[src/core/dsmc_pkg.sv]
// Package of constants, states and object map for the drive state machine controller
// What this block does
// Key on restore-all resets everything, reads 1
// Key on comm-restore resets comm group, reads 1
// Key on profile-restore resets profile group, reads 1
// Key on vendor-restore resets vendor group, reads 1
// Alarm clear needs error gone and restart
// Master disables axis, freezes gains during trial; the code refuses gain writes in a trial and a trial start while status is SW_RUNNING, not the axis
// Power-up: init 0x0000, then faultless 0x0250
// Fault while leaving init goes to fault-stop
// Word 0x0006 enters ready, status 0x0231
// Word 0x0007 enters waiting-to-enable, status 0x0233
// Word 0x000f in waiting enables, status 0x0237
// Word 0x0000 returns to faultless, status 0x0250
// Word 0x0002 quick stops; auto faultless unless 0x0f
// Fault: fault-stop 0x021f, resolved gives fault 0x0218
// Fault state leaves only on word 0x80
// Supported modes reads bits 0,2,3,5,7,8,9
// Status word reports state after every command
// Master enables, homes, then issues motion
// Invalid control word changes nothing
package dsmc_pkg;

  // ----------------------------------------------------------------
  // Object dictionary
  // ----------------------------------------------------------------
  localparam logic [15:0] OBJ_RESTORE = 16'h1011;
  localparam logic [15:0] OBJ_CTRL_WORD = 16'h6040;
  localparam logic [15:0] OBJ_STATUS_WORD = 16'h6041;
  localparam logic [15:0] OBJ_SUPPORTED_MODES = 16'h6502;
  localparam logic [15:0] OBJ_GAIN_FIRST = 16'h2000;
  localparam logic [15:0] OBJ_GAIN_LAST = 16'h20ff;
  localparam logic [31:0] RESTORE_KEY = 32'h64616f6c;
  localparam logic [31:0] SUPPORTED_MODES_VAL = 32'h0000_03ad;

  // ----------------------------------------------------------------
  // Control words and status words
  // ----------------------------------------------------------------
  localparam logic [15:0] CW_DISABLE = 16'h0000;
  localparam logic [15:0] CW_QUICK_STOP = 16'h0002;
  localparam logic [15:0] CW_SHUTDOWN = 16'h0006;
  localparam logic [15:0] CW_SWITCH_ON = 16'h0007;
  localparam logic [15:0] CW_ENABLE = 16'h000f;
  localparam logic [15:0] CW_FAULT_RESET = 16'h0080;
  localparam logic [15:0] SW_INIT = 16'h0000;
  localparam logic [15:0] SW_FAULTLESS = 16'h0250;
  localparam logic [15:0] SW_READY = 16'h0231;
  localparam logic [15:0] SW_WAITING = 16'h0233;
  localparam logic [15:0] SW_RUNNING = 16'h0237;
  localparam logic [15:0] SW_QUICK_STOP = 16'h0217;
  localparam logic [15:0] SW_FAULT_STOP = 16'h021f;
  localparam logic [15:0] SW_FAULT = 16'h0218;
  localparam int SW_HOMED_BIT = 12;

  // Quick stop ramp time before falling back to faultless
  localparam int QS_TIME_NS = 200;
  localparam int CLK_PERIOD_NS = 10;
  localparam logic [7:0] QS_CYCLES = 8'(QS_TIME_NS / CLK_PERIOD_NS);

  // ----------------------------------------------------------------
  // Controller register map (AXI4-Lite byte addresses)
  // ----------------------------------------------------------------
  localparam logic [5:0] REG_CTRL_WORD = 6'h00;
  localparam logic [5:0] REG_STATUS = 6'h04;
  localparam logic [5:0] REG_OBJ_ADDR = 6'h08;
  localparam logic [5:0] REG_OBJ_WDATA = 6'h0c;
  localparam logic [5:0] REG_OBJ_CMD = 6'h10;
  localparam logic [5:0] REG_OBJ_RDATA = 6'h14;
  localparam logic [5:0] REG_AUX = 6'h18;
  localparam logic [5:0] REG_FLAGS = 6'h1c;
  localparam int AUX_TRIAL_BIT = 0;
  localparam int AUX_ALARM_CLR_BIT = 1;
  localparam logic [1:0] RESP_OKAY = 2'b00;
  localparam logic [1:0] RESP_SLVERR = 2'b10;

  // ----------------------------------------------------------------
  // Power state machine
  // ----------------------------------------------------------------
  typedef enum logic [7:0] {
    DSMC_INIT = 8'h01,
    DSMC_FAULTLESS = 8'h02,
    DSMC_READY = 8'h04,
    DSMC_WAITING = 8'h08,
    DSMC_RUNNING = 8'h10,
    DSMC_QUICK_STOP = 8'h20,
    DSMC_FAULT_STOP = 8'h40,
    DSMC_FAULT = 8'h80
  } dsmc_state_t;

  // True for any object index inside the gain group, read or write
  function automatic logic dsmc_is_gain(input logic [15:0] idx);
    return (idx >= OBJ_GAIN_FIRST) && (idx <= OBJ_GAIN_LAST);
  endfunction

endpackage

[src/core/dsmc_link_if.sv]
// Interface joining the fieldbus controller end and the drive end
`timescale 1ns/1ps
interface dsmc_link_if (
  input wire logic aclk,
  input wire logic aresetn
);
  // Object access request, one-cycle pulse
  logic req_valid;
  logic req_write;
  logic [15:0] req_index;
  logic [7:0] req_sub;
  logic [31:0] req_wdata;
  // Object access answer, one-cycle pulse
  logic rsp_valid;
  logic rsp_err;
  logic [31:0] rsp_rdata;
  // Live status word and its change event
  logic [15:0] status_word;
  logic status_event;
  // Auxiliary functions
  logic trial_run_function;
  logic alarm_clear_function;

  modport drive (
    input aclk, aresetn, req_valid, req_write, req_index, req_sub, req_wdata,
    input trial_run_function, alarm_clear_function,
    output rsp_valid, rsp_err, rsp_rdata, status_word, status_event
  );
  modport master (
    input aclk, aresetn, rsp_valid, rsp_err, rsp_rdata, status_word, status_event,
    output req_valid, req_write, req_index, req_sub, req_wdata,
    output trial_run_function, alarm_clear_function
  );
endinterface

[src/core/dsmc_drive.sv]
// Drive end: power state machine, restore objects and alarm latch
//
// The implementer's own choices: the AXI4-Lite register port and the placing of the registers.
`timescale 1ns/1ps
module dsmc_drive (
  // Link to the controller
  dsmc_link_if.drive link,
  // Drive-side conditions
  input wire logic fault_in,
  input wire logic restart,
  input wire logic homing_done,
  // Drive-side effects
  output logic axis_enable,
  output logic brake_on,
  output logic [3:0] restore_grp,
  output logic alarm_latched,
  output logic trial_active
);
  import dsmc_pkg::*;

  dsmc_state_t state_ff, nxt_state;
  logic [7:0] qs_cnt_ff;
  logic restarted_ff;
  logic [3:0] restored_ff;
  logic [15:0] sw_ff;
  logic cw_wr;
  logic [15:0] cw;
  logic key_ok;
  logic [1:0] sub_sel;

  assign cw_wr = link.req_valid && link.req_write && (link.req_index == OBJ_CTRL_WORD);
  assign cw = link.req_wdata[15:0];
  assign key_ok = link.req_wdata == RESTORE_KEY;
  assign sub_sel = 2'(link.req_sub - 8'h01);

  // ----------------
  // Alarm latch
  // ----------------
  // Restart only counts once the error itself is gone
  always_ff @(posedge link.aclk) begin
    if (!link.aresetn) begin
      restarted_ff <= 1'b0;
    end else if (fault_in) begin
      restarted_ff <= 1'b0;
    end else if (restart && alarm_latched) begin
      restarted_ff <= 1'b1;
    end
  end

  // A fresh fault wins over a clear in the same cycle
  always_ff @(posedge link.aclk) begin
    if (!link.aresetn) begin
      alarm_latched <= 1'b0;
    end else if (fault_in) begin
      alarm_latched <= 1'b1;
    end else if (link.alarm_clear_function && restarted_ff) begin
      alarm_latched <= 1'b0;
    end
  end

  // ----------------
  // Power state machine
  // ----------------
  always_comb begin
    nxt_state = state_ff;
    unique case (state_ff)
      DSMC_INIT: begin
        nxt_state = fault_in ? DSMC_FAULT_STOP : DSMC_FAULTLESS;
      end
      DSMC_FAULTLESS: begin
        if (cw_wr && cw == CW_SHUTDOWN) begin
          nxt_state = DSMC_READY;
        end
      end
      DSMC_READY: begin
        if (cw_wr && cw == CW_SWITCH_ON) begin
          nxt_state = DSMC_WAITING;
        end else if (cw_wr && cw == CW_DISABLE) begin
          nxt_state = DSMC_FAULTLESS;
        end
      end
      DSMC_WAITING: begin
        if (cw_wr && cw == CW_ENABLE) begin
          nxt_state = DSMC_RUNNING;
        end else if (cw_wr && cw == CW_SHUTDOWN) begin
          nxt_state = DSMC_READY;
        end else if (cw_wr && cw == CW_DISABLE) begin
          nxt_state = DSMC_FAULTLESS;
        end
      end
      DSMC_RUNNING: begin
        if (cw_wr && cw == CW_SWITCH_ON) begin
          nxt_state = DSMC_WAITING;
        end else if (cw_wr && cw == CW_SHUTDOWN) begin
          nxt_state = DSMC_READY;
        end else if (cw_wr && cw == CW_DISABLE) begin
          nxt_state = DSMC_FAULTLESS;
        end else if (cw_wr && cw == CW_QUICK_STOP) begin
          nxt_state = DSMC_QUICK_STOP;
        end
      end
      DSMC_QUICK_STOP: begin
        if (cw_wr && cw == CW_ENABLE) begin
          nxt_state = DSMC_RUNNING;
        end else if (qs_cnt_ff == QS_CYCLES) begin
          nxt_state = DSMC_FAULTLESS;
        end
      end
      DSMC_FAULT_STOP: begin
        if (!alarm_latched) begin
          nxt_state = DSMC_FAULT;
        end
      end
      DSMC_FAULT: begin
        if (cw_wr && cw == CW_FAULT_RESET) begin
          nxt_state = DSMC_FAULTLESS;
        end
      end
      default: nxt_state = DSMC_FAULT_STOP;
    endcase
    // Any other word leaves the state alone; a fault overrides all
    if (fault_in && state_ff != DSMC_FAULT_STOP) begin
      nxt_state = DSMC_FAULT_STOP;
    end
  end

  always_ff @(posedge link.aclk) begin
    if (!link.aresetn) begin
      state_ff <= DSMC_INIT;
    end else begin
      state_ff <= nxt_state;
    end
  end

  // Quick stop ramp timer
  always_ff @(posedge link.aclk) begin
    if (!link.aresetn || state_ff != DSMC_QUICK_STOP) begin
      qs_cnt_ff <= 8'h00;
    end else begin
      qs_cnt_ff <= qs_cnt_ff + 8'h01;
    end
  end

  // ----------------
  // Status word and drive outputs
  // ----------------
  function automatic logic [15:0] dsmc_sw(input dsmc_state_t s, input logic homed);
    unique case (s)
      DSMC_INIT: return SW_INIT;
      DSMC_FAULTLESS: return SW_FAULTLESS;
      DSMC_READY: return SW_READY;
      DSMC_WAITING: return SW_WAITING;
      DSMC_RUNNING: return SW_RUNNING | (16'(homed) << SW_HOMED_BIT);
      DSMC_QUICK_STOP: return SW_QUICK_STOP;
      DSMC_FAULT_STOP: return SW_FAULT_STOP;
      DSMC_FAULT: return SW_FAULT;
      default: return SW_FAULT_STOP;
    endcase
  endfunction

  // Registered so status follows the state one edge later
  always_ff @(posedge link.aclk) begin
    if (!link.aresetn) begin
      sw_ff <= SW_INIT;
      link.status_event <= 1'b0;
    end else begin
      sw_ff <= dsmc_sw(state_ff, homing_done);
      link.status_event <= sw_ff != dsmc_sw(state_ff, homing_done);
    end
  end
  assign link.status_word = sw_ff;

  // Axis is powered only while running or ramping down
  assign axis_enable = state_ff inside {DSMC_RUNNING, DSMC_QUICK_STOP};
  assign brake_on = !axis_enable;
  assign trial_active = link.trial_run_function && !axis_enable;

  // ----------------
  // Object access and restore commands
  // ----------------
  always_ff @(posedge link.aclk) begin
    if (!link.aresetn) begin
      restored_ff <= 4'h0;
      restore_grp <= 4'h0;
      link.rsp_valid <= 1'b0;
      link.rsp_err <= 1'b0;
      link.rsp_rdata <= 32'h0000_0000;
    end else begin
      restore_grp <= 4'h0;
      link.rsp_valid <= link.req_valid;
      link.rsp_err <= 1'b0;
      link.rsp_rdata <= 32'h0000_0000;
      if (link.req_valid) begin
        if (link.req_index == OBJ_RESTORE && link.req_sub >= 8'h01
            && link.req_sub <= 8'h04) begin
          if (!link.req_write) begin
            link.rsp_rdata <= {31'h0, restored_ff[sub_sel]};
          end else if (key_ok) begin
            restore_grp[sub_sel] <= 1'b1;
            restored_ff[sub_sel] <= 1'b1;
          end else begin
            link.rsp_err <= 1'b1;
          end
        end else if (link.req_index == OBJ_SUPPORTED_MODES && !link.req_write) begin
          link.rsp_rdata <= SUPPORTED_MODES_VAL;
        end else if (link.req_index == OBJ_STATUS_WORD && !link.req_write) begin
          link.rsp_rdata <= {16'h0, sw_ff};
        end else if (link.req_index != OBJ_CTRL_WORD || !link.req_write) begin
          link.rsp_err <= 1'b1;
        end
      end
    end
  end

endmodule

[src/flat_wrapper.sv]
// flat-port wrapper written by rule: the top's interface ports become plain ports
module dsmc_drive_flat import dsmc_pkg::*;
  (fault_in, restart, homing_done, axis_enable, brake_on, restore_grp, alarm_latched, trial_active, aclk, aresetn, link_req_valid, link_req_write, link_req_index, link_req_sub, link_req_wdata, link_trial_run_function, link_alarm_clear_function, link_rsp_valid, link_rsp_err, link_rsp_rdata, link_status_word, link_status_event);
  dsmc_link_if link_i (.aclk(aclk), .aresetn(aresetn));
  input wire logic fault_in;
  input wire logic restart;
  input wire logic homing_done;
  output logic axis_enable;
  output logic brake_on;
  output logic [3:0] restore_grp;
  output logic alarm_latched;
  output logic trial_active;
  input wire logic aclk;
  input wire logic aresetn;
  input wire logic [$bits(link_i.req_valid)-1:0] link_req_valid;
  input wire logic [$bits(link_i.req_write)-1:0] link_req_write;
  input wire logic [$bits(link_i.req_index)-1:0] link_req_index;
  input wire logic [$bits(link_i.req_sub)-1:0] link_req_sub;
  input wire logic [$bits(link_i.req_wdata)-1:0] link_req_wdata;
  input wire logic [$bits(link_i.trial_run_function)-1:0] link_trial_run_function;
  input wire logic [$bits(link_i.alarm_clear_function)-1:0] link_alarm_clear_function;
  output wire logic [$bits(link_i.rsp_valid)-1:0] link_rsp_valid;
  output wire logic [$bits(link_i.rsp_err)-1:0] link_rsp_err;
  output wire logic [$bits(link_i.rsp_rdata)-1:0] link_rsp_rdata;
  output wire logic [$bits(link_i.status_word)-1:0] link_status_word;
  output wire logic [$bits(link_i.status_event)-1:0] link_status_event;
  assign link_i.req_valid = link_req_valid;
  assign link_i.req_write = link_req_write;
  assign link_i.req_index = link_req_index;
  assign link_i.req_sub = link_req_sub;
  assign link_i.req_wdata = link_req_wdata;
  assign link_i.trial_run_function = link_trial_run_function;
  assign link_i.alarm_clear_function = link_alarm_clear_function;
  assign link_rsp_valid = link_i.rsp_valid;
  assign link_rsp_err = link_i.rsp_err;
  assign link_rsp_rdata = link_i.rsp_rdata;
  assign link_status_word = link_i.status_word;
  assign link_status_event = link_i.status_event;
  dsmc_drive u_core (.link(link_i), .fault_in(fault_in), .restart(restart), .homing_done(homing_done), .axis_enable(axis_enable), .brake_on(brake_on), .restore_grp(restore_grp), .alarm_latched(alarm_latched), .trial_active(trial_active));
endmodule
[config.mk]
export PLATFORM = sky130hd
export DESIGN_NAME = dsmc_drive_flat
export DESIGN_NICKNAME = d
export VERILOG_FILES = /design/src/core/dsmc_pkg.sv /design/src/core/dsmc_link_if.sv /design/src/core/dsmc_drive.sv /design/src/flat_wrapper.sv
export SDC_FILE = /design/constraint.sdc
export NUM_CORES = 1
export LEC_CHECK = 0
export ABC_AREA = 1
export BUFFER_PORTS_ARGS = -buffer_cell sky130_fd_sc_hd__buf_4
export CAP_MARGIN = 20
export CELL_PAD_IN_SITES_DETAIL_PLACEMENT = 1
export CELL_PAD_IN_SITES_GLOBAL_PLACEMENT = 1
export CORE_UTILIZATION = 35
export CTS_BUF_LIST = sky130_fd_sc_hd__clkbuf_4 sky130_fd_sc_hd__clkbuf_8 sky130_fd_sc_hd__clkbuf_16
export DETAILED_ROUTE_END_ITERATION = 8
export PLACE_DENSITY_LB_ADDON = 0.12
export SLEW_MARGIN = 25
export SYNTH_ARGS = -nofsm -noshare
export SYNTH_HDL_FRONTEND = slang
export SYNTH_SLANG_ARGS = --single-unit
[constraint.sdc]
create_clock -name aclk -period 2.3 [get_ports aclk]
set_input_delay 0.345 -clock aclk [delete_from_list [all_inputs] [get_ports aclk]]
set_output_delay 0.345 -clock aclk [all_outputs]
set_load 0.01 [all_outputs]
# Yosys cells after proc, flatten, opt, wreduce, memory -nomap -nowiden

Index checks and enable logic that the tools add are counted.

Latch bits: 0
Input port bits: 65
Output and inout port bits: 59
Bits in registers: 77
RAM bits: 0
Memories: 0
Logic and storage cells: 119
ROM bits: 0

Divide/modulo/power cells: 0
Shift operators: 0
Add/sub/neg operators: 2
Order comparisons: 4
Bitwise operators: 2
Eq/ne operators: 33
Muxes and demuxes: 34
$mul: 0
Reduce and logical (&&, ||, !) cells: 32

Operator list:

| kind                                                               | count |
|---|---|
| 8-bit two-way mux                                                  | 13 |
| 13-bit one-hot mux with 7 select lines                             | 1 |
| 32-bit two-way mux                                                 | 2 |
| 8-bit one-hot mux with 8 select lines                              | 1 |
| 16-bit by 15-bit == test with 1-bit output (second input constant) | 3 |
| 16-bit by 3-bit == test with 1-bit output (second input constant)  | 2 |
| 32-bit by 31-bit == test with 1-bit output (second input constant) | 1 |
| 16-bit two-way mux                                                 | 2 |
| 1-bit logical AND                                                  | 17 |
| 16-bit by 13-bit == test with 1-bit output (second input constant) | 1 |
| 16-bit by 2-bit == test with 1-bit output (second input constant)  | 1 |
| 16-bit by 4-bit == test with 1-bit output (second input constant)  | 1 |
| 16-bit by 8-bit == test with 1-bit output (second input constant)  | 1 |
| 8-bit by 5-bit == test with 1-bit output (second input constant)   | 2 |
| 16-bit logical NOT                                                 | 1 |
| 16-bit by 15-bit != test with 1-bit output (second input constant) | 1 |
| 16-bit != test                                                     | 1 |
| 5-bit AND reduction                                                | 3 |
| 7-bit two-way mux                                                  | 2 |
| 1-bit two-way mux                                                  | 11 |
| 3-bit by 1-bit != test with 1-bit output (second input constant)   | 3 |
| 8-bit by 1-bit adder with 8-bit output (second input constant)     | 1 |
| 8-bit by 1-bit == test with 1-bit output (second input constant)   | 1 |
| 8-bit by 2-bit == test with 1-bit output (second input constant)   | 1 |
| 28 further kinds                                                   | 34 |

# Depth between registers and ports, before layout

Depth after elaboration: 9
Gate-level depth with buffers: 14

# Worst setup path before layout

Ideal clock, no wire load.

Path type: register to output
Start point: register u_core.state_ff[2]
End point: output port trial_active
Buffers on the path: 0
Arrival: 1.235 ns
Cell stages (with the launch flop): 9
Setup slack: 0.720 ns
Cells stage by stage: dfxtp_1 -> inv_2 -> nand2_2 -> nor2_4 -> nand2_4 -> clkinv_2 -> nor2_2 -> inv_1 -> nor2_1

Word-level cells in the longest chain between the ends: 4
Elaborated cells on any way between the ends: 5
Classes of those cells: 2 x eq/ne; 3 x reduce/logical

Ends and longest elaborated chain:

| element                                                                                                     | line               | source |
|---|---|---|
| start, declared                                                                                             | dsmc_drive.sv:21   | `dsmc_state_t state_ff, nxt_state;` |
| start signal, assigned                                                                                      | dsmc_drive.sv:131  | `state_ff <= nxt_state;` |
| 8-bit by 5-bit == test with 1-bit output / 8-bit by 6-bit == test with 1-bit output (equally long branches) | dsmc_drive.sv:174  | `assign axis_enable = state_ff inside {DSMC_RUNNING, DSMC_QUICK_STOP};` |
| 2-bit nonzero test (*)                                                                                      | dsmc_drive.sv:174  |  |
| 1-bit logical NOT (*)                                                                                       | --                 |  |
| net brake_on                                                                                                | flat_wrapper.sv:9  | `output logic brake_on;` |
| 1-bit logical AND (*)                                                                                       | dsmc_drive.sv:176  | `assign trial_active = link.trial_run_function && !axis_enable;` |
| end, declared                                                                                               | flat_wrapper.sv:12 | `output logic trial_active;` |

Mark *: on every way through the listed nets, which the timed path passes. The rest lies on a longest branch.

# Worst setup path in the final report

Start point: register u_core.state_ff[1]
End point: output port trial_active

Word-level cells in the longest chain between the ends: 4
Elaborated cells on any way between the ends: 5
Classes of those cells: 2 x eq/ne; 3 x reduce/logical

Ends and longest elaborated chain:

| element                                                                                                     | line |
|---|---|
| 8-bit by 5-bit == test with 1-bit output / 8-bit by 6-bit == test with 1-bit output (equally long branches) | dsmc_drive.sv:174 |
| 2-bit nonzero test (*)                                                                                      | dsmc_drive.sv:174 |
| 1-bit logical NOT (*)                                                                                       | dsmc_drive.sv:176 |
| 1-bit logical AND (*)                                                                                       | dsmc_drive.sv:176 |

Mark *: on every way between the ends. The rest lies on a longest branch, timed or not.

==> run_results.csv <==
group,metric,value,unit
run_status,status,"complete, no violations",
floorplanning,core-area,0.00830,sq mm
timing,post-route-period-util,90.6,%
cells_and_area,utilization,46.8,%
min_path,min_path_cells,2,
cells_and_area,areaGrowthSynthToFinish,28.8,%
placement,gp_congestion,0.947,
power_and_ir_drop,power_density,494,mW/mm^2
critical_path,start_kind,"flip-flop",
cells_and_area,mostFrequentLayoutCell,"buf_4",
drt,vias_per_cell,4.63,
critical_path,crit_type,"reg2out",
flow_run,drv_cap,0,
critical_path,path_common_cell,"inv_1",
timing,hold_viol,0,
synth,avgSynthCellArea,6.75,sq um
synth,yosysWarnings,0,
power_and_ir_drop,ir_drop,0.273,mV
global_route,grt_max_degree,17,
synth,mappedNetlistArea,0.00302,sq mm
clock_network,cts_hold_buffers,0,
critical_path,critPathBufInv,4,
timing,timing.final.crit_period,2.08,ns
critical_path,cp-end-kind,"output pin",
clock_network,path_clk_slew,0.10,ns
synth,yosysTopAreaCell,"dfxtp_1",
critical_path,slowest_delay,0.40,ns
critical_path,cp.depth,9,
timing,hold_ws,0.229,ns
critical_path,worst_ep_required_time,1.96,ns
floorplanning,row_count,33,
synth,synthArstFlopShare,0,%
global_route,grt_usage,21.0,%
cells_and_area,fin_nets,618,
synth,ys_ff_latch,47,
synth,synthCells,447,
cells_and_area,final_cell_mix,"buf_4, nand2_1, inv_1",
clock_network,clkLatencyLatePin,0.31,ns
floorplanning,num_io_pins,124,
floorplanning,dieArea,0.00900,sq mm
global_route,grt_pass1_vias,3127,
drt,drc_errors,0,
global_route,overflow,0,
global_route,grt_first_pass_wirelength,14500,um
timing,clock_skew,0.0124,ns
critical_path,cp_cell_sequence,"inv_1 -> nand2_1 -> nor2_4 -> nand2_4 -> clkinv_2 -> nor2_2 -> inv_1 -> nor2_1 -> buf_4",
critical_path,cp_top_family,"simple AND/OR/NAND/NOR gates",
drt,wirelength,8960,um
timing,rsz0062_at_grt,"false",
floorplanning,start_util,36.4,%
timing,slew_violations,0,
drt,drtIter0Drc,54,
timing,finalSetupViolCount,0,
clock_network,cts_setup_buffers,0,
placement,port_buffers,95,
placement,dpl.hpwl,7690,um
synth,ys_seq_area_share,31.2,%
cells_and_area,fin_area,0.00389,sq mm
drt,drt.antenna.violating_nets,0,
clock_network,cts_buffers,5,
timing,fin_tns_setup,0,ns
critical_path,cp_slowest_cell,"dfxtp_1",
drt,wire_per_inst,13.7,um
power_and_ir_drop,total_power,1.92,mW
floorplanning,dieWidth,94.9,um
cells_and_area,layout-drive-gt1-share,28.5,%
critical_path,arrival,1.74,ns
global_route,antenna_found_initial,0,
floorplanning,die_h,94.9,um
critical_path,path_max_fanout,6,
critical_path,ff2ff_path_depth,14,
synth,synth_ff_type,"dfxtp_1",
synth,ys_types,38,
cells_and_area,diodes,0,
timing,fmax,0.480,GHz
clock_network,clock_path_buffers,2,
synth,ys_top_cells_by_area,"dfxtp_1, nand2_1, inv_1",
clock_network,root_buffer,"clkbuf_8",
synth,synth_edf_count,0,
clock_network,cts.sinks,47,
drt,num_vias,3021,
drt,dr.pass1.iters,4,
synth,synth_top_area_share,31.2,%
clock_network,tritoncts,"built",
clock_network,cts_resized,0,
placement,postPlaceCellArea,0.00375,sq mm
min_path,hp-class,"in2reg",
power_and_ir_drop,power_leakage,1.99,nW
clock_network,cts_htree_levels,2,
## per-stage QoR
stage	std cells	setup slack (ns)
finish	652	0.216
global route	652	0.0863
CTS	652	0.228
detailed placement	644	0.429
global placement	644	0.500
floorplan	474	0.720
## power breakdown
group	switching, mW	internal (mW)
Combinational	0.176	0.145
Clock	0.308	0.441
Sequential	0.0172	0.831
Total	0.502	1.42
## registers in the layout (all words and copies together) (netlist names)
register                  cells
u_core.qs_cnt_ff              8
u_core.restored_ff            4
u_core.alarm_latched          1
u_core.link.rsp_err           1
u_core.link.status_event      1
u_core.link.rsp_valid         1
u_core.restarted_ff           1
u_core.link.status_word       8
u_core.restore_grp            4
u_core.state_ff               8
u_core.link.rsp_rdata        10
## kinds of logic (layout without fill, tap and decap cells)
group / count (synthesis) / count (layout) / synth area share, %
AOI/OAI and AO/OA: 36 / 36 / 7.05
other: 1 / 28 / 0.124
buffers and inverters: 106 / 179 / 17.0
xor gates and xnor gates: 2 / 2 / 0.580
and+or+nand+nor: 248 / 248 / 41.2
adders and majority gates: 7 / 7 / 2.90
DFF: 47 / 47 / 31.2
## per-layer routing
| layer | track usage, % | wire length [um] | vias up |
|---|---|---|---|
| met5 | 0 | 0 | - |
| met4 | 5.93 | 199 | 0 |
| met3 | 3.30 | 285 | 16 |
| met2 | 40.9 | 4820 | 60 |
| met1 | 23.1 | 3650 | 1407 |
| li1 | - | - | 1538 |
## cells in the mapped netlist, types with 2 or more instances
cell type  count
nand2_4        2
nor3_1         9
nand2_1       88
buf_4         30
inv_2          7
o21ai_1        4
nand3_1       25
o21bai_1       4
ha_1           7
dfxtp_1       47
o211ai_1       2
a21oi_1       16
nor2_2        11
nor4_4         2
nor2_1        62
nor4_1         5
o21ai_0        5
nand2_2       14
nand4_1       14
nor3b_1        2
inv_1         66
clkbuf_1       2
nor2_4         8
## area by class of cell
class,instances,area (sq um)
multi-input cells,321,1670
well taps,105,131
flip-flops and latches,47,941
clock buffers,5,68.8
repair buffers,97,728
fillers,1103,4410
inverters,74,279
clock inverters,3,71.3
## path summary, 6_finish.rpt
check,to,slack [ns],start
worst max-delay path,trial_active,0.22,u_core.state_ff[1]
worst min-delay path,u_core.restarted_ff,0.23,fault_in
worst max register to register,u_core.link.status_event,0.54,u_core.state_ff[1]
worst min register to register,u_core.restored_ff[1],0.45,u_core.restored_ff[1]
Note: power is estimated with default switching activity, not from simulation.
